==> src/hw/fpmc_pkg.sv <==
// constants and types for the front panel menu controller
package fpmc_pkg;
  localparam int unsigned CLK_HZ        = 40_000_000;
  localparam int unsigned TIMEOUT_S     = 30;
  localparam int unsigned TIMEOUT_CYC   = CLK_HZ * TIMEOUT_S;
  localparam int unsigned DEBOUNCE_MS   = 10;
  localparam int unsigned DEBOUNCE_CYC  = CLK_HZ / 1000 * DEBOUNCE_MS;
  localparam int unsigned PHASE_MS      = 1000;
  localparam int unsigned PHASE_CYC     = CLK_HZ / 1000 * PHASE_MS;
  localparam int unsigned FREQ_DIGITS   = 4;
  localparam logic [5:0]  GAIN_MIN      = 6'h1e;
  localparam logic [5:0]  GAIN_MAX      = 6'h32;
  localparam logic [5:0]  GAIN_RST      = 6'h1e;
  localparam logic [15:0] FREQ_RST      = 16'h0720;
  localparam logic [4:0]  ADDR_MAX      = 5'h1f;
  localparam logic [2:0]  CUR_RET       = 3'h7;

  typedef enum logic [3:0] {
    PG_LAMP, PG_VER, PG_STAT, PG_NORMAL, PG_FREQ, PG_GAIN, PG_REMOTE,
    PG_REF, PG_RMODE, PG_ADDR, PG_SAVE
  } fpmc_page_type;

  typedef struct packed {
    logic [15:0] freq;
    logic [5:0]  gain;
    logic        remote;
    logic        ext_ref;
    logic        rmode;
    logic [4:0]  addr;
  } fpmc_cfg_type;
endpackage : fpmc_pkg

==> src/hw/fpmc_top.sv <==
// front panel menu controller: pages, edits, timeout, lamps
`timescale 1ns/1ps
`default_nettype none
module fpmc_top #(
  parameter int unsigned TIMEOUT_CYC  = fpmc_pkg::TIMEOUT_CYC,
  parameter int unsigned PHASE_CYC    = fpmc_pkg::PHASE_CYC,
  parameter int unsigned DEBOUNCE_CYC = fpmc_pkg::DEBOUNCE_CYC
) (
  input  wire logic                   i_ref_clk,
  input  wire logic                   i_sys_rst,
  input  wire logic                   i_key,
  input  wire logic                   i_left,
  input  wire logic                   i_right,
  input  wire logic                   i_up,
  input  wire logic                   i_down,
  input  wire logic                   i_unlock,
  input  wire logic                   i_mute_sel,
  input  wire logic                   i_nv_valid,
  input  wire fpmc_pkg::fpmc_cfg_type i_nv_data,
  output logic                        o_nv_wr,
  output fpmc_pkg::fpmc_cfg_type      o_nv_data,
  output fpmc_pkg::fpmc_page_type     o_page,
  output logic [2:0]                  o_cursor,
  output logic                        o_save_yes,
  output fpmc_pkg::fpmc_cfg_type      o_edit,
  output logic [15:0]                 o_hw_freq,
  output logic [5:0]                  o_hw_gain,
  output logic                        o_hw_ext_ref,
  output logic                        o_alarm_lamp,
  output logic                        o_mute_lamp,
  output logic                        o_remote_lamp,
  output logic                        o_power_lamp
);
  typedef struct packed {
    fpmc_pkg::fpmc_page_type page;
    logic [2:0]              cursor;
    logic                    save_yes;
    fpmc_pkg::fpmc_cfg_type  edit;
    logic                    commit;
    logic [31:0]             idle;
    logic [31:0]             phase;
    logic [15:0]             hw_freq;
    logic [5:0]              hw_gain;
    logic                    hw_ext_ref;
    logic                    unl1;
    logic                    unl2;
    logic                    mute1;
    logic                    mute2;
    logic                    alarm;
    logic                    mute;
    logic                    remote;
  } fpmc_top_type;

  fpmc_top_type           st;
  fpmc_top_type           next_st;
  fpmc_pkg::fpmc_cfg_type saved;
  logic                   ev_key;
  logic                   ev_left;
  logic                   ev_right;
  logic                   ev_up;
  logic                   ev_down;
  logic                   any_ev;

  fpmc_debounce #(.STABLE_CYC(DEBOUNCE_CYC)) u_db_key (
    .i_ref_clk(i_ref_clk), .i_sys_rst(i_sys_rst), .i_sw(i_key),
    .o_press(ev_key));
  fpmc_debounce #(.STABLE_CYC(DEBOUNCE_CYC)) u_db_left (
    .i_ref_clk(i_ref_clk), .i_sys_rst(i_sys_rst), .i_sw(i_left),
    .o_press(ev_left));
  fpmc_debounce #(.STABLE_CYC(DEBOUNCE_CYC)) u_db_right (
    .i_ref_clk(i_ref_clk), .i_sys_rst(i_sys_rst), .i_sw(i_right),
    .o_press(ev_right));
  fpmc_debounce #(.STABLE_CYC(DEBOUNCE_CYC)) u_db_up (
    .i_ref_clk(i_ref_clk), .i_sys_rst(i_sys_rst), .i_sw(i_up),
    .o_press(ev_up));
  fpmc_debounce #(.STABLE_CYC(DEBOUNCE_CYC)) u_db_down (
    .i_ref_clk(i_ref_clk), .i_sys_rst(i_sys_rst), .i_sw(i_down),
    .o_press(ev_down));

  fpmc_store u_store (
    .i_ref_clk (i_ref_clk),
    .i_sys_rst (i_sys_rst),
    .i_nv_valid(i_nv_valid),
    .i_nv_data (i_nv_data),
    .i_wr      (st.commit),
    .i_wdata   (st.edit),
    .o_data    (saved),
    .o_nv_wr   (o_nv_wr),
    .o_nv_data (o_nv_data)
  );

  assign any_ev = ev_key | ev_left | ev_right | ev_up | ev_down;

  // last cursor position of each page; the return marker sits one past it
  function automatic logic [2:0] last_cur(fpmc_pkg::fpmc_page_type pg);
    case (pg)
      fpmc_pkg::PG_FREQ: last_cur = 3'(fpmc_pkg::FREQ_DIGITS - 1);
      fpmc_pkg::PG_GAIN: last_cur = 3'h1;
      fpmc_pkg::PG_ADDR: last_cur = 3'h1;
      default:           last_cur = 3'h0;
    endcase
  endfunction : last_cur

  // one bcd digit step with wrap, used up and down
  function automatic logic [3:0] bcd_step(logic [3:0] d, logic up);
    if (up)
      bcd_step = (d >= 4'h9) ? 4'h0 : d + 4'h1;
    else
      bcd_step = (d == 4'h0) ? 4'h9 : d - 4'h1;
  endfunction : bcd_step

  // gain step held inside the legal range
  function automatic logic [5:0] gain_step(logic [5:0] g, logic [5:0] s,
                                           logic up);
    logic [6:0] t;
    t = up ? {1'b0, g} + {1'b0, s} : {1'b0, g} - {1'b0, s};
    if (!up && (g < s + fpmc_pkg::GAIN_MIN))
      gain_step = fpmc_pkg::GAIN_MIN;
    else if (t > {1'b0, fpmc_pkg::GAIN_MAX})
      gain_step = fpmc_pkg::GAIN_MAX;
    else
      gain_step = t[5:0];
  endfunction : gain_step

  always_comb
  begin
    logic [2:0] lc;
    logic       vert;
    logic [3:0] dig;
    lc           = last_cur(st.page);
    vert         = ev_up | ev_down;
    dig          = 4'h0;
    next_st      = st;
    next_st.commit = 1'b0;
    next_st.unl1  = i_unlock;
    next_st.unl2  = st.unl1;
    next_st.mute1 = i_mute_sel;
    next_st.mute2 = st.mute1;
    next_st.alarm = st.unl2;
    next_st.mute  = st.mute2;
    next_st.remote = saved.rmode;
    next_st.hw_freq    = saved.freq;
    next_st.hw_ext_ref = saved.ext_ref;
    next_st.hw_gain    = saved.gain;
    if (st.page >= fpmc_pkg::PG_FREQ)
      next_st.hw_gain = st.edit.gain;
    if (any_ev)
      next_st.idle = 32'h0;
    else if (st.idle < TIMEOUT_CYC)
      next_st.idle = st.idle + 32'h1;
    case (st.page)
      fpmc_pkg::PG_LAMP, fpmc_pkg::PG_VER, fpmc_pkg::PG_STAT:
      begin
        if (st.phase >= PHASE_CYC - 1)
        begin
          next_st.phase = 32'h0;
          next_st.page  = fpmc_pkg::fpmc_page_type'(st.page + 4'h1);
        end
        else
          next_st.phase = st.phase + 32'h1;
      end
      fpmc_pkg::PG_NORMAL:
      begin
        next_st.edit = saved;
        if (ev_key)
        begin
          next_st.page   = fpmc_pkg::PG_FREQ;
          next_st.cursor = 3'h0;
        end
      end
      default:
      begin
        if (st.idle >= TIMEOUT_CYC - 1 && !any_ev)
        begin
          next_st.page = fpmc_pkg::PG_NORMAL;
          next_st.edit = saved;
        end
        else if (st.page == fpmc_pkg::PG_SAVE)
        begin
          if (ev_left | ev_right | vert)
            next_st.save_yes = !st.save_yes;
          if (ev_key)
          begin
            next_st.page = fpmc_pkg::PG_NORMAL;
            if (st.save_yes)
              next_st.commit = 1'b1;
            else
              next_st.edit = saved;
          end
        end
        else if (ev_key)
        begin
          next_st.cursor = 3'h0;
          if (st.cursor == fpmc_pkg::CUR_RET ||
              st.page == fpmc_pkg::PG_ADDR)
          begin
            next_st.page     = fpmc_pkg::PG_SAVE;
            next_st.save_yes = 1'b0;
          end
          else
            next_st.page = fpmc_pkg::fpmc_page_type'(st.page + 4'h1);
        end
        else if (ev_left)
        begin
          if (st.cursor == fpmc_pkg::CUR_RET)
            next_st.cursor = lc;
          else if (st.cursor != 3'h0)
            next_st.cursor = st.cursor - 3'h1;
        end
        else if (ev_right)
        begin
          if (st.cursor == lc)
            next_st.cursor = fpmc_pkg::CUR_RET;
          else if (st.cursor != fpmc_pkg::CUR_RET)
            next_st.cursor = st.cursor + 3'h1;
        end
        else if (vert && st.cursor != fpmc_pkg::CUR_RET)
        begin
          case (st.page)
            fpmc_pkg::PG_FREQ:
            begin
              // cursor 0 is the most significant digit
              case (st.cursor)
                3'h0: dig = st.edit.freq[15:12];
                3'h1: dig = st.edit.freq[11:8];
                3'h2: dig = st.edit.freq[7:4];
                default: dig = st.edit.freq[3:0];
              endcase
              dig = bcd_step(dig, ev_up);
              case (st.cursor)
                3'h0: next_st.edit.freq[15:12] = dig;
                3'h1: next_st.edit.freq[11:8]  = dig;
                3'h2: next_st.edit.freq[7:4]   = dig;
                default: next_st.edit.freq[3:0] = dig;
              endcase
            end
            fpmc_pkg::PG_GAIN:
              next_st.edit.gain = gain_step(st.edit.gain,
                (st.cursor == 3'h0) ? 6'h0a : 6'h01, ev_up);
            fpmc_pkg::PG_REMOTE:
              next_st.edit.remote = !st.edit.remote;
            fpmc_pkg::PG_REF:
              next_st.edit.ext_ref = !st.edit.ext_ref;
            fpmc_pkg::PG_RMODE:
              next_st.edit.rmode = !st.edit.rmode;
            fpmc_pkg::PG_ADDR:
            begin
              if (ev_up)
                next_st.edit.addr = (st.edit.addr == fpmc_pkg::ADDR_MAX) ?
                  5'h0 : st.edit.addr + 5'h1;
              else
                next_st.edit.addr = (st.edit.addr == 5'h0) ?
                  fpmc_pkg::ADDR_MAX : st.edit.addr - 5'h1;
            end
            default: ;
          endcase
        end
      end
    endcase
  end

  always_ff @(posedge i_ref_clk or posedge i_sys_rst)
  begin
    if (i_sys_rst)
    begin
      st      <= '0;
      st.page <= fpmc_pkg::PG_LAMP;
    end
    else
      st <= next_st;
  end

  assign o_page        = st.page;
  assign o_cursor      = st.cursor;
  assign o_save_yes    = st.save_yes;
  assign o_edit        = st.edit;
  assign o_hw_freq     = st.hw_freq;
  assign o_hw_gain     = st.hw_gain;
  assign o_hw_ext_ref  = st.hw_ext_ref;
  assign o_alarm_lamp  = st.alarm;
  assign o_mute_lamp   = st.mute;
  assign o_remote_lamp = st.remote;
  assign o_power_lamp  = 1'b1;
endmodule : fpmc_top
`default_nettype wire

==> src/hw/fpmc_debounce.sv <==
// synchroniser and debouncer for one switch, one pulse per press
`timescale 1ns/1ps
`default_nettype none
module fpmc_debounce #(
  parameter int unsigned STABLE_CYC = fpmc_pkg::DEBOUNCE_CYC
) (
  input  wire logic i_ref_clk,
  input  wire logic i_sys_rst,
  input  wire logic i_sw,
  output logic      o_press
);
  typedef struct packed {
    logic        s1;
    logic        s2;
    logic        level;
    logic        press;
    logic [31:0] cnt;
  } fpmc_db_type;

  fpmc_db_type st;
  fpmc_db_type next_st;

  always_comb
  begin
    next_st       = st;
    next_st.s1    = i_sw;
    next_st.s2    = st.s1;
    next_st.press = 1'b0;
    if (st.s2 == st.level)
      next_st.cnt = 32'h0;
    else if (st.cnt >= STABLE_CYC - 1)
    begin
      next_st.cnt   = 32'h0;
      next_st.level = st.s2;
      next_st.press = st.s2;
    end
    else
      next_st.cnt = st.cnt + 32'h1;
  end

  always_ff @(posedge i_ref_clk or posedge i_sys_rst)
  begin
    if (i_sys_rst)
      st <= '0;
    else
      st <= next_st;
  end

  assign o_press = st.press;
endmodule : fpmc_debounce
`default_nettype wire

==> src/hw/fpmc_store.sv <==
// retained settings store, written only on commit
`timescale 1ns/1ps
`default_nettype none
module fpmc_store (
  input  wire logic                  i_ref_clk,
  input  wire logic                  i_sys_rst,
  input  wire logic                  i_nv_valid,
  input  wire fpmc_pkg::fpmc_cfg_type i_nv_data,
  input  wire logic                  i_wr,
  input  wire fpmc_pkg::fpmc_cfg_type i_wdata,
  output fpmc_pkg::fpmc_cfg_type     o_data,
  output logic                       o_nv_wr,
  output fpmc_pkg::fpmc_cfg_type     o_nv_data
);
  // the image lives in an external nonvolatile part; it is reloaded once
  // after reset when that part reports valid contents
  typedef struct packed {
    fpmc_pkg::fpmc_cfg_type cfg;
    logic                   loaded;
    logic                   wr;
  } fpmc_st_type;

  fpmc_st_type st;
  fpmc_st_type next_st;

  always_comb
  begin
    next_st    = st;
    next_st.wr = 1'b0;
    if (!st.loaded && i_nv_valid)
    begin
      next_st.cfg    = i_nv_data;
      next_st.loaded = 1'b1;
    end
    else if (i_wr)
    begin
      next_st.cfg = i_wdata;
      next_st.wr  = 1'b1;
    end
  end

  always_ff @(posedge i_ref_clk or posedge i_sys_rst)
  begin
    if (i_sys_rst)
    begin
      st          <= '0;
      st.cfg.freq <= fpmc_pkg::FREQ_RST;
      st.cfg.gain <= fpmc_pkg::GAIN_RST;
    end
    else
      st <= next_st;
  end

  assign o_data    = st.cfg;
  assign o_nv_wr   = st.wr;
  assign o_nv_data = st.cfg;
endmodule : fpmc_store
`default_nettype wire

==> config.mk <==
export PLATFORM = sky130hd
export DESIGN_NAME = fpmc_top
export DESIGN_NICKNAME = d
export VERILOG_FILES = /design/src/hw/fpmc_pkg.sv /design/src/hw/fpmc_top.sv /design/src/hw/fpmc_debounce.sv /design/src/hw/fpmc_store.sv
export SDC_FILE = /design/constraint.sdc
export NUM_CORES = 1
export LEC_CHECK = 0
export ABC_AREA = 0
export BUFFER_PORTS_ARGS = -buffer_cell sky130_fd_sc_hd__buf_2
export CORE_AREA = 4 4 187 189
export CTS_BUF_LIST = sky130_fd_sc_hd__clkbuf_4 sky130_fd_sc_hd__clkbuf_8
export DETAILED_ROUTE_END_ITERATION = 10
export DIE_AREA = 0 0 191 193
export PLACE_DENSITY = 0.75
export SYNTH_ARGS = -nofsm -noshare
export SYNTH_HDL_FRONTEND = slang
export SYNTH_SLANG_ARGS = --single-unit
==> constraint.sdc <==
create_clock -name i_ref_clk -period 12.5 [get_ports i_ref_clk]
set_input_delay 0.625 -clock i_ref_clk [delete_from_list [all_inputs] [get_ports i_ref_clk]]
set_output_delay 0.625 -clock i_ref_clk [all_outputs]
set_load 0.005 [all_outputs]
# Yosys cells after proc, flatten, opt, wreduce, memory -nomap -nowiden

Index checks and enable logic that the tools add are counted.

Add/subtract/negate cells: 17
Order comparisons: 12
Eq/ne operators: 33
Multiplexer cells: 92
Bitwise operators: 15
Reductions and logical operators: 55

Operators with widths:

| cell                                                                            | count |
|---|---|
| 32-bit 2-to-1 mux                                                               | 13 |
| 30-bit 2-to-1 mux                                                               | 8 |
| 32-bit by 1-bit adder with 32-bit output (second input constant)                | 7 |
| 32-bit by 19-bit >= comparator with 1-bit output (second input constant)        | 5 |
| 4-bit 2-to-1 mux                                                                | 23 |
| 31-bit 2-to-1 mux                                                               | 2 |
| 30-bit case mux with 2 select lines                                             | 1 |
| 4-bit nonzero test                                                              | 11 |
| 8-bit AND reduction                                                             | 5 |
| 9-bit AND reduction                                                             | 4 |
| 32-bit by 26-bit >= comparator with 1-bit output (second input constant)        | 1 |
| 32-bit by 31-bit >= comparator with 1-bit output (second input constant)        | 1 |
| 32-bit by 31-bit less-than comparator with 1-bit output (second input constant) | 1 |
| 3-bit 2-to-1 mux                                                                | 8 |
| 6-bit 2-to-1 mux                                                                | 4 |
| 1-bit 2-to-1 mux                                                                | 22 |
| 5-bit 2-to-1 mux                                                                | 4 |
| 4-bit inequality test (second input constant)                                   | 5 |
| 4-bit by 3-bit equality test with 1-bit output (second input constant)          | 4 |
| 16-bit 2-to-1 mux                                                               | 1 |
| 7-bit 2-to-1 mux                                                                | 2 |
| 4-bit equality test (second input constant)                                     | 3 |
| 4-bit case mux with 3 select lines                                              | 1 |
| 2-bit AND reduction                                                             | 5 |
| other kinds (45)                                                                | 83 |

Flip-flop bits (word level): 345
Bits of input ports: 40
Logic and storage cells: 282

# Longest topological paths before layout

Gate-level depths: netlist of run 1.

Depth after elaboration: 22
Depth in mapped cells: 14

# Modules after synthesis

Synthesis of run 1 repeated with hierarchy kept, for this count alone.

Cells, all modules: 1664
Area total of the unflattened synthesis: 17349.1 µm²

Modules (own cells, without submodules):

| module        | instances | cells an instance | area an instance (µm²) | seq. area each (µm²) |
|---|---|---|---|---|
| fpmc_top      | 1         | 872               | 7903.8                 | 3328.2 |
| fpmc_debounce | 5         | 126               | 1443.9                 | 900.9 |
| fpmc_store    | 1         | 162               | 2225.9                 | 810.8 |

# Worst setup path before layout of run 1

No wires, ideal clock.

Kind: reg-to-reg
Start point: reg st, in the netlist o_cursor[0]
End point: reg st, in the netlist o_edit[9]
Arrival time: 3.404 ns
Data required time: 12.375 ns
Path slack: 8.971 ns
Cell stages (with the launch flop): 14
Period minus slack after synthesis: 3.529 ns
Path through: dfrtp_1 inv_1 ha_1 nor2b_1 inv_1 ha_1 ha_1 o21ai_0 o211a_1 a2111oi_0 a311oi_1 nor4_1 o2bb2ai_1 mux2_2

Word-level cells in the longest chain between the ends: 15
Elaborated cells between the ends (all ways): 23

RTL lines:

| element                                                                                               | line            | source |
|---|---|---|
| start: declaration                                                                                    | fpmc_top.sv:54  | `fpmc_top_type st;` |
| start signal: assignment                                                                              | fpmc_top.sv:270 | `st <= next_st;` |
| 3-bit zero test                                                                                       | fpmc_top.sv:239 | `(st.cursor == 3'h0) ? 6'h0a : 6'h01, ev_up);` |
| 4-bit 2-to-1 mux                                                                                      | fpmc_top.sv:239 |  |
| 6-bit by 4-bit subtractor with 7-bit output or 6-bit by 4-bit adder with 7-bit output (tied branches) | fpmc_top.sv:116 | `t = up ? {1'b0, g} + {1'b0, s} : {1'b0, g} - {1'b0, s};` |
| 7-bit 2-to-1 mux                                                                                      | fpmc_top.sv:116 |  |
| 7-bit by 6-bit greater-than comparator with 1-bit output                                              | fpmc_top.sv:119 | `else if (t > {1'b0, fpmc_pkg::GAIN_MAX})` |
| 6-bit 2-to-1 mux                                                                                      | fpmc_top.sv:119 |  |
| 6-bit 2-to-1 mux                                                                                      | fpmc_top.sv:117 | `if (!up && (g < s + fpmc_pkg::GAIN_MIN))` |
| 6-bit 2-to-1 mux                                                                                      | fpmc_top.sv:219 | `case (st.page)` |
| 30-bit 2-to-1 mux                                                                                     | fpmc_top.sv:217 | `else if (vert && st.cursor != fpmc_pkg::CUR_RET)` |
| 30-bit 2-to-1 mux                                                                                     | fpmc_top.sv:210 | `else if (ev_right)` |
| 30-bit 2-to-1 mux                                                                                     | fpmc_top.sv:203 | `else if (ev_left)` |
| 30-bit 2-to-1 mux                                                                                     | fpmc_top.sv:191 | `else if (ev_key)` |
| 31-bit 2-to-1 mux                                                                                     | fpmc_top.sv:178 | `else if (st.page == fpmc_pkg::PG_SAVE)` |
| 30-bit 2-to-1 mux                                                                                     | fpmc_top.sv:173 | `if (st.idle >= TIMEOUT_CYC - 1 && !any_ev)` |
| 30-bit case mux with 2 select lines                                                                   | fpmc_top.sv:151 | `case (st.page)` |

Parallel ways exist; a longest one is shown, timed or not. The select of a mux whose other input is x is not followed.
A chain may end at the register's enable or synchronous reset.

# Worst setup path after layout of run 1

Same ends and word-level chain as after synthesis.

==> impl_metrics.yaml, run 1 <==
detailed_routing:
  drtIter0Drc: 800
  dr_wl_met2_um: 16200
  ant_nets: 0
  vias: 11800
  wl_met3_um: 2090
  drc: 0
  dr.pass1.iters: 6
  finalWirelength_um: 34400
  highest_layer: "met4"
  post_drt_wl_per_cell_um: 15.6
  wl_met1_um: 15100
  routed_via_density: 5.33
logic_synthesis:
  synth-async-reset-ratio: 1.00
  synth_area_per_cell_um2: 10.4
  synthDistinctLibCells: 80
  synth_warnings: 0
  synth-seq-area-share: 0.523
  synth_cells: 1587
  yosys_register_bits: 345
  syn_area_um2: 16500
  ys.flop_type: "dfrtp_1"
  synth_edf_count: 0
placement:
  pre_cts_ws_ps: 8240
  portBuffers: 134
  place_inst: 2103
  dpl.hpwl_um: 23400
  place_congestion: 0.886
grt:
  grt_pass1_vias: 11700
  grt_remaining_overflow: 0
  grt_pass1_wl_um: 57300
  grt_max_degree: 108
  antenna_found_initial: 0
  grt_util_all_layers: 0.185
run:
  drv_cap: 0
layout:
  multi_input_area_um2: 7150
  nets: 1790
  fill_cells: 2837
  final_cell_mix: "336 x dfrtp_1, 185 x nor2_1, 146 x nand2_1"
  num_antenna_cells: 0
  utilization: 0.554
  area_growth_pct: 11.5
  seq_area_um2: 8640
  drive_above_1_share: 0.177
  layout_commonest_cell: "dfrtp_1"
  layout.cells.non_filler: 2207
setup_path:
  reg2reg_from: "o_cursor[0]"
  crit_fanout: 7
  arrival_ps: 4810
  startpoint: "o_cursor[0]"
  path_class: "reg2reg"
  r2r_cells: 14
  crit_required_ps: 12960
  end_kind: "register"
  cp-start-kind: "register"
clock_network:
  ctsResizeCount: 0
  clock_sinks: 345
  cts_tree: "yes"
  path_clk_slew_ps: 60
  cts-root-buf: "clkbuf_8"
  h-tree-depth: 2
  clk_latency_ps: 590
  cts_inserted_buffers: 56
  clockBufferDepth: 3
  cts_setup_buffers: 0
  cts_hold_buffers: 0
outcome:
  status: "complete, no violations"
die:
  die_width_um: 191
  die_area_um2: 36900
  rows: 67
  floorplan.initialDensity: 0.497
  die_y_um: 193
  coreArea_um2: 33300
  num_io_pins: 136
timing:
  hold_ws_ps: 138
  setup_viol: 0
  worst_pin_slew_ps: 1080
  setup_ws_ps: 8150
  hold_viol: 0
  tns_ps: 0
  fmax_mhz: 230
  final_max_slew_viol_count: 0
  fin_worst_skew_ps: 18.1
  min_period_over_period: 0.348
  fin_crit_ps: 4350
  rsz0062_at_grt: "false"
  maxSlewHeadroom: 0.277
power_and_ir_drop:
  intPower_mw: 1.80
  p_leak_nw: 8.00
  swShare: 0.224
  peakVddDrop_uv: 70.3
  p_switching_uw: 519
  combPwrFrac: 0.040
  pwr-share-seq: 0.513
  pwr_density_cell_nw_per_um2: 125
  clkPwrFrac: 0.448
min_path:
  hp-class: "in2async"
[synth_stat cells, drive strengths merged, types with 5 or more instances]
library cell  instances  share of area
nor2                186          0.042
o31ai                20         0.0094
and4                  8         0.0042
and2                 14         0.0053
a2111oi               5         0.0031
a31oi                19         0.0072
a211oi                7         0.0038
nor3b                 8         0.0039
xor2                 61          0.032
nand2b                6         0.0023
a22o                  8         0.0042
inv                  32         0.0073
nand2               146          0.033
nand3                61          0.018
nand4                20         0.0076
xnor2                61          0.032
ha                   36          0.027
a21o                  5         0.0023
o41ai                 6         0.0032
nor2b                15         0.0057
o2bb2ai              12         0.0064
nor3                 30         0.0098
buf                 103          0.046
a221oi                6         0.0032
a2bb2oi              10         0.0053
dfrtp               337           0.51
mux2                 32          0.022
and3                 34          0.013
a21oi                45          0.017
or3                   5         0.0022
o211ai                5         0.0023
clkbuf               34         0.0077
dfstp                 8          0.013
mux2i                37          0.022
nor4                 30          0.013
o21ai                84          0.025
[routing by layer]
metal,global-route usage,up-vias
met1,0.246,5738
met4,0.0663,0
met5,0,-
met3,0.0398,63
met2,0.305,309
li1,-,5664
[layout make-up]
cell class                 instances  share of cell area
clock inverter                    13             0.00488
inverter                          32             0.00692
tap                              448              0.0304
multi-input combinational       1137               0.388
clock buffer                      91              0.0621
timing repair buffer             141              0.0392
sequential                       345               0.469
[power groups by stage]
stage | registers (mW) | logic [mW] | clock network (mW)
final | 1.19 | 0.0915 | 1.04
after global routing | 1.19 | 0.106 | 1.12
after CTS | 1.19 | 0.0940 | 1.07
after detailed placement | 1.21 | 0.0937 | 0
after global placement | 1.21 | 0.0915 | 0
after floorplan | 1.20 | 0.0824 | 0
[state kept, by name (all words and copies together), names as in the netlist, 3 cells and up]
signal and flops:
o_cursor 3, u_db_key.st 34, o_edit 30, u_store.o_data 30, u_db_down.st 34, o_page 4
o_hw_freq 16, st 65, u_db_up.st 34, o_hw_gain 6, next_st 4, u_db_right.st 34
u_db_left.st 34
[final timing paths]
path,to,slack (ps)
setup reg to reg,o_edit[9],8150
hold / removal,o_alarm_lamp,140
hold reg to reg,next_st[2],350
max in group asynchronous,u_db_right.next_st[34],9930
min in group i_ref_clk,next_st[3],150
setup / recovery,o_edit[9],8150
[cells by family (layout without fill, tap and decap cells)]
| group | count (synthesis) | count (layout) | share of synthesized area |
|---|---|---|---|
| DFF | 345 | 345 | 0.523 |
| other | 2 | 66 | 0.000454 |
| adders and majority gates | 37 | 37 | 0.0284 |
| and+or+nand+nor | 577 | 577 | 0.167 |
| xor gates and xnor gates | 122 | 122 | 0.0646 |
| AOI/OAI and AO/OA | 266 | 266 | 0.111 |
| buffers and inverters | 169 | 277 | 0.0608 |
| muxes | 69 | 69 | 0.0446 |
[worst max-delay path: stages (launching register included)]
cell and delay (ps):
dfrtp_1 420, inv_1 190, ha_1 280, nor2b_1 520
inv_1 220, ha_1 230, inv_1 100, ha_1 240
a211oi_1 390, nor4b_1 120, a2111oi_0 630, a311oi_1 190
nor4_1 310, o2bb2ai_1 100, mux2_2 270
[per-stage QoR]
stage / total power, mW / area [µm²]
finish: 2.31 / 18400
global route: 2.42 / 18400
CTS: 2.35 / 18400
detailed placement: 1.30 / 17200
global placement: 1.30 / 17200
floorplan: 1.28 / 16800
No activity file was read; power rests on OpenSTA's default activity.
==> inputs of run 2 (changes only) <==
ABC_AREA = 1   (was 0)
CORE_AREA = 4 4 194 196   (was 4 4 187 189)
DIE_AREA = 0 0 198 200   (was 0 0 191 193)
clock period = 4 ns   (was 12.5 ns; I/O delays follow)
==> run 2 against run 1 <==
Compared with the run above:
- design area is 9.0% higher
- via count is 23% higher
- non-clock buffer count up 42
- critical endpoint is now o_edit[12]
==> impl_metrics.yaml, run 2 <==
die:
  die_width_um: 198
  die_y_um: 200
  floorplan.initialDensity: 0.493
  num_io_pins: 136
  die_area_um2: 39600
  coreArea_um2: 36100
  rows: 70
logic_synthesis:
  ys.flop_type: "dfrtp_1"
  synth_edf_count: 0
  yosys.area_share.simple: 0.277
  synth_most_common_cell: "nand2_1"
  synthDistinctLibCells: 52
  synth.area.top_cells: "dfrtp_1 47%, nand2_1 11%, nor2_1 5.5%, inv_1 4.6%, buf_4 4.0%"
  synth_area_per_cell_um2: 8.24
  synth_compound_area_frac: 0.0662
  synth_top_area_cell: "dfrtp_1"
  syn_area_um2: 17800
  synth_top_family_by_area: "simple AND/OR/NAND/NOR gates"
  synth_common_cells: "525 x nand2_1, 337 x dfrtp_1, 261 x nor2_1"
  synth_mux_area_frac: 0
  synth-seq-area-share: 0.486
  synth-async-reset-ratio: 1.00
  yosys_register_bits: 345
  synth_fa_ha_area_frac: 0.0265
  synth_cells: 2157
  synth_top_area_frac: 0.474
  synth_xor_area_frac: 0.0409
  synth_warnings: 0
setup_path:
  path_class: "reg2reg"
  crit_chain: "inv_1 -> ha_1 -> nand2_2 -> ha_1 -> ha_1 -> a21oi_1 -> or2_2 -> nand3_1 -> xor2_1 -> nand3b_1 -> nand2_1 -> o21ai_1 -> nand2_1 -> nand2_1"
  crit_fanout: 12
  slowest_stage: "dfrtp_1"
  cp-start-kind: "register"
  crit_path_max_incr_delay_ps: 430
  end_kind: "register"
  r2r_slack_ps: 860
  arrival_ps: 3660
  crit_required_ps: 4530
layout:
  layout_commonest_cell: "nand2_1"
  largest_reg_flops: 65
  final_cell_mix: "525 x nand2_1, 337 x dfrtp_1, 258 x nor2_1"
  multi_input_area_um2: 7550
  seq_area_um2: 8640
  drive_above_1_share: 0.140
  max_flop_register: "st"
  num_antenna_cells: 0
  nets: 2405
  utilization: 0.557
  fill_cells: 3196
  area_growth_pct: 13.1
grt:
  grt_remaining_overflow: 0
  grt_util_met2: 0.336
  grt_pass1_wl_um: 66700
  grt_util_all_layers: 0.201
  grt_pass1_vias: 14300
  grt_use_met3: 0.0403
  top_usage_layer: "met2"
  antenna_found_initial: 0
  met1_usage: 0.260
  grt_max_degree: 78
placement:
  place_congestion: 0.963
  pre_cts_ws_ps: 930
  portBuffers: 134
  dpl.hpwl_um: 28100
clock_network:
  clockBufferDepth: 3
  clock_sinks: 345
  cts_inserted_buffers: 57
  path_clk_slew_ps: 60
  cts-root-buf: "clkbuf_8"
  ctsResizeCount: 0
  cts_tree: "yes"
  h-tree-depth: 2
  clk_latency_ps: 640
power_and_ir_drop:
  p_leak_nw: 9.41
  pwr_density_cell_nw_per_um2: 364
  peakVddDrop_uv: 261
timing:
  rsz0062_at_grt: "false"
  fmax_mhz: 319
  maxSlewHeadroom: 0.245
  setup_viol: 0
  hold_viol: 0
  min_period_over_period: 0.784
  worst_pin_slew_ps: 1130
  final_max_slew_viol_count: 0
  setup_ws_ps: 865
  tns_ps: 0
  fin_worst_skew_ps: 26.6
  fin_crit_ps: 3140
detailed_routing:
  dr.pass1.iters: 5
  ant_nets: 0
  vias: 14500
  drc: 0
  routed_via_density: 5.10
  finalWirelength_um: 40000
  post_drt_wl_per_cell_um: 14.1
  drtIter0Drc: 862
run:
  drv_cap: 0
min_path:
  hp-class: "in2reg"
outcome:
  status: "complete, no violations"
run 2: final timing paths:
check	start	to	cells past startpoint
setup / recovery	o_cursor[0]	o_edit[12]	14
hold / removal	i_left	u_db_left.next_st[34]	2
setup reg to reg	o_cursor[0]	o_edit[12]	14
hold reg to reg	u_db_key.next_st[34]	u_db_key.st[34]	0
max in group asynchronous	i_sys_rst	u_store.o_data[12]	4
min in group asynchronous	i_sys_rst	u_db_down.st[4]	3
run 2: stage by stage:
stage,area (µm²),hold slack (ps),power (mW),std cells
2_1_floorplan,18000,231,4.01,2221
3_3_place_gp,18500,308,4.07,2698
3_5_place_dp,18500,309,4.09,2698
4_1_cts,20100,142,7.41,2839
5_1_grt,20100,176,7.65,2839
6_report,20100,204,7.31,2839
run 2: worst max-delay path: cells and delay by family, from the launching register on:
family                   cells  cell delay (ps)
AND/OR/NAND/NOR              7              930
AO/OA/AOI/OAI                2              170
flip-flops                   1              430
adder cells (fa/ha/maj)      3              940
buffers and inverters        1              180
XOR/XNOR                     1              360
run 2: kinds of logic (layout without fill, tap and decap cells):
group | after synthesis | after routing
compound gates | 197 | 197
fa+ha+maj | 37 | 37
xor+xnor | 83 | 83
buf+inv | 373 | 523
simple gates | 1120 | 1120
other cells | 2 | 66
flops | 345 | 345
run 2: power breakdown:
part	leakage (nW)	switching, mW	internal [mW]	total, mW
sequential	4.49	0.0713	3.62	3.69
clock	0.656	1.39	1.87	3.26
combinational	4.26	0.216	0.148	0.364
total	9.41	1.68	5.63	7.31
run 2: cell type report:
| class | count | share of cell area |
|---|---|---|
| clock buffer | 95 | 0.0594 |
| inverter | 238 | 0.0450 |
| multi-input combinational | 1503 | 0.376 |
| tap | 468 | 0.0291 |
| clock inverter | 7 | 0.00199 |
| timing repair buffer | 183 | 0.0590 |
| sequential | 345 | 0.430 |
run 2: repair_timing:
action	4_1_cts	5_1_grt
endpoints found under the hold margin	76	0
endpoints found under the setup margin	0	0
setup buffers	0	0
hold buffers	39	0
run 2: per-layer routing:
layer	up-vias	share of wire
li1	7153	-
met1	6843	0.43
met2	400	0.48
met3	96	0.063
met4	0	0.027
met5	-	0
==> inputs of run 3 (changes only) <==
ABC_AREA = 0   (was 1)
CORE_AREA = 4 4 187 189   (was 4 4 194 196)
DIE_AREA = 0 0 191 193   (was 0 0 198 200)
PLACE_DENSITY = 0.78   (was 0.75)
clock period = 2.6 ns   (was 4 ns; I/O delays follow)
==> run 3 against run 2 <==
Compared with the run above:
- the flow now finishes with violations (setup timing)
- sequential cell count unchanged
- sequential share of layout area is 0.61 points lower
- fmax is 8.5% higher
- setup slack got worse by 1200 ps
- first-iteration DRC count shrank 27%
- combinational power grew 56%
- utilization is 5.6 points higher
- sequential power rose by 54%
- critical path type unchanged
==> impl_metrics.yaml, run 3 (same netlist as run 1, synthesis figures left out) <==
detailed_routing:
  dr.pass1.iters: 5
  drtIter0Drc: 627
  vias: 12600
  ant_nets: 0
  finalWirelength_um: 37900
  drc: 0
  routed_via_density: 5.33
  post_drt_wl_per_cell_um: 16.0
run:
  drv_cap: 0
layout:
  fill_cells: 2607
  layout.cells.non_filler: 2371
  final_cell_mix: "335 x dfrtp_1, 182 x nor2_1, 146 x nand2_1"
  drive_above_1_share: 0.259
  num_antenna_cells: 0
  stdcell_area_um2: 20400
  layout_commonest_cell: "dfrtp_1"
  utilization: 0.613
  area_growth_pct: 23.3
  largest_reg_flops: 65
  nets: 1957
  max_flop_register: "st"
setup_path:
  arrival_ps: 3380
  path_class: "reg2reg"
  crit_path_max_incr_delay_ps: 390
  reg2reg_from: "o_cursor[1]"
  r2r_cells: 14
  r2r_slack_ps: -290
  crit_family: "compound AO/OA/AOI/OAI gates"
  worst-path-buf-inv: 3
  crit_required_ps: 3090
  crit_cells: 14
  end_kind: "register"
  crit_path_end: "o_edit[9]"
  path_common_cell: "ha_4"
  cp-start-kind: "register"
  r2r_end: "o_edit[9]"
  crit_chain: "inv_2 -> ha_4 -> nor2b_4 -> inv_4 -> ha_4 -> ha_4 -> o21ai_2 -> o211a_1 -> a2111oi_4 -> a311oi_2 -> buf_4 -> nor4_4 -> o2bb2ai_1 -> mux2_4"
  slowest_stage: "dfrtp_1"
  crit_fanout: 3
  startpoint: "o_cursor[1]"
clock_network:
  clk_latency_ps: 600
  cts_inserted_buffers: 55
  cts-root-buf: "clkbuf_8"
  cts_tree: "yes"
  clock_sinks: 345
  h-tree-depth: 2
  clockBufferDepth: 3
  path_clk_slew_ps: 70
timing:
  fin_worst_skew_ps: 28.9
  hold_viol: 0
  setup_viol: 22
  rsz0062_at_grt: "true"
  final_max_slew_viol_count: 0
  maxSlewHeadroom: 0.554
  fin_crit_ps: 2890
  worst_pin_slew_ps: 653
  setup_ws_ps: -289
  hold_ws_ps: 156
  min_period_over_period: 1.11
  tns_ps: -4770
  fmax_mhz: 346
die:
  die_y_um: 193
  num_io_pins: 136
  coreArea_um2: 33300
  floorplan.initialDensity: 0.497
  rows: 67
  die_area_um2: 36900
  die_width_um: 191
grt:
  grt_max_degree: 76
  grt_remaining_overflow: 0
  grt_pass1_vias: 13000
  grt_pass1_wl_um: 62900
  antenna_found_initial: 0
  grt_util_all_layers: 0.204
placement:
  place_inst: 2209
  dpl.hpwl_um: 25700
  placed_cell_area_um2: 18300
  place_congestion: 0.936
  pre_cts_ws_ps: -403
  portBuffers: 134
power_and_ir_drop:
  swShare: 0.221
  peakVddDrop_uv: 450
  intPower_mw: 8.96
  combPwrFrac: 0.049
  p_switching_mw: 2.54
  p_leak_nw: 8.91
  pwr-share-seq: 0.496
  finalPower_mw: 11.5
  pwr_density_cell_nw_per_um2: 564
  clkPwrFrac: 0.455
outcome:
  status: "complete, but fails checks"
  violations: "setup timing"
min_path:
  hp-class: "in2async"
[run 3: final cells by class]
type                    instances  area (µm²)  share of cell area
flip-flops and latches        345        8650               0.424
clock inverters                12         166             0.00816
clock buffers                  88        1120              0.0551
multi-input cells            1137        7560               0.371
well taps                     448         561              0.0275
repair buffers                309        2210               0.108
inverters                      32         131             0.00644
[run 3: tightest hold or removal path, cell delays in order]
cell           delay (ps)
dlygate4sd3_1         530
buf_2                 130
clkinvlp_4            410
[run 3: how the worst min path moves through the flow]
stage	slack, ps	to	depth (start not counted)
2_1_floorplan	160	next_st[3]	0
3_3_place_gp	230	u_db_key.next_st[34]	2
3_5_place_dp	240	u_db_key.next_st[34]	2
4_1_cts	120	u_db_right.next_st[34]	2
5_1_grt	170	u_db_up.next_st[34]	2
6_report	160	u_db_key.st[1]	3
[run 3: power groups by stage]
stage,clock network (mW),logic [mW],registers [mW]
after global routing,5.67,0.643,5.72
after global placement,0,0.493,5.79
after detailed placement,0,0.506,5.79
after CTS,5.38,0.563,5.70
after floorplan,0,0.405,5.75
final,5.24,0.567,5.70
[run 3: timing repair]
item,4_1_cts,5_1_grt
endpoints found under the hold margin,78,0
resized for setup,25,31
buffers inserted,17,6
endpoints found under the setup margin,28,46
pin swaps,17,16
hold buffers,39,0
[run 3: layer usage]
metal	vias to the layer above	wire, µm	track usage
li1	6014	-	-
met1	6144	15900	0.258
met2	386	18600	0.356
met3	95	2140	0.0369
met4	0	1210	0.0743
met5	-	0	0
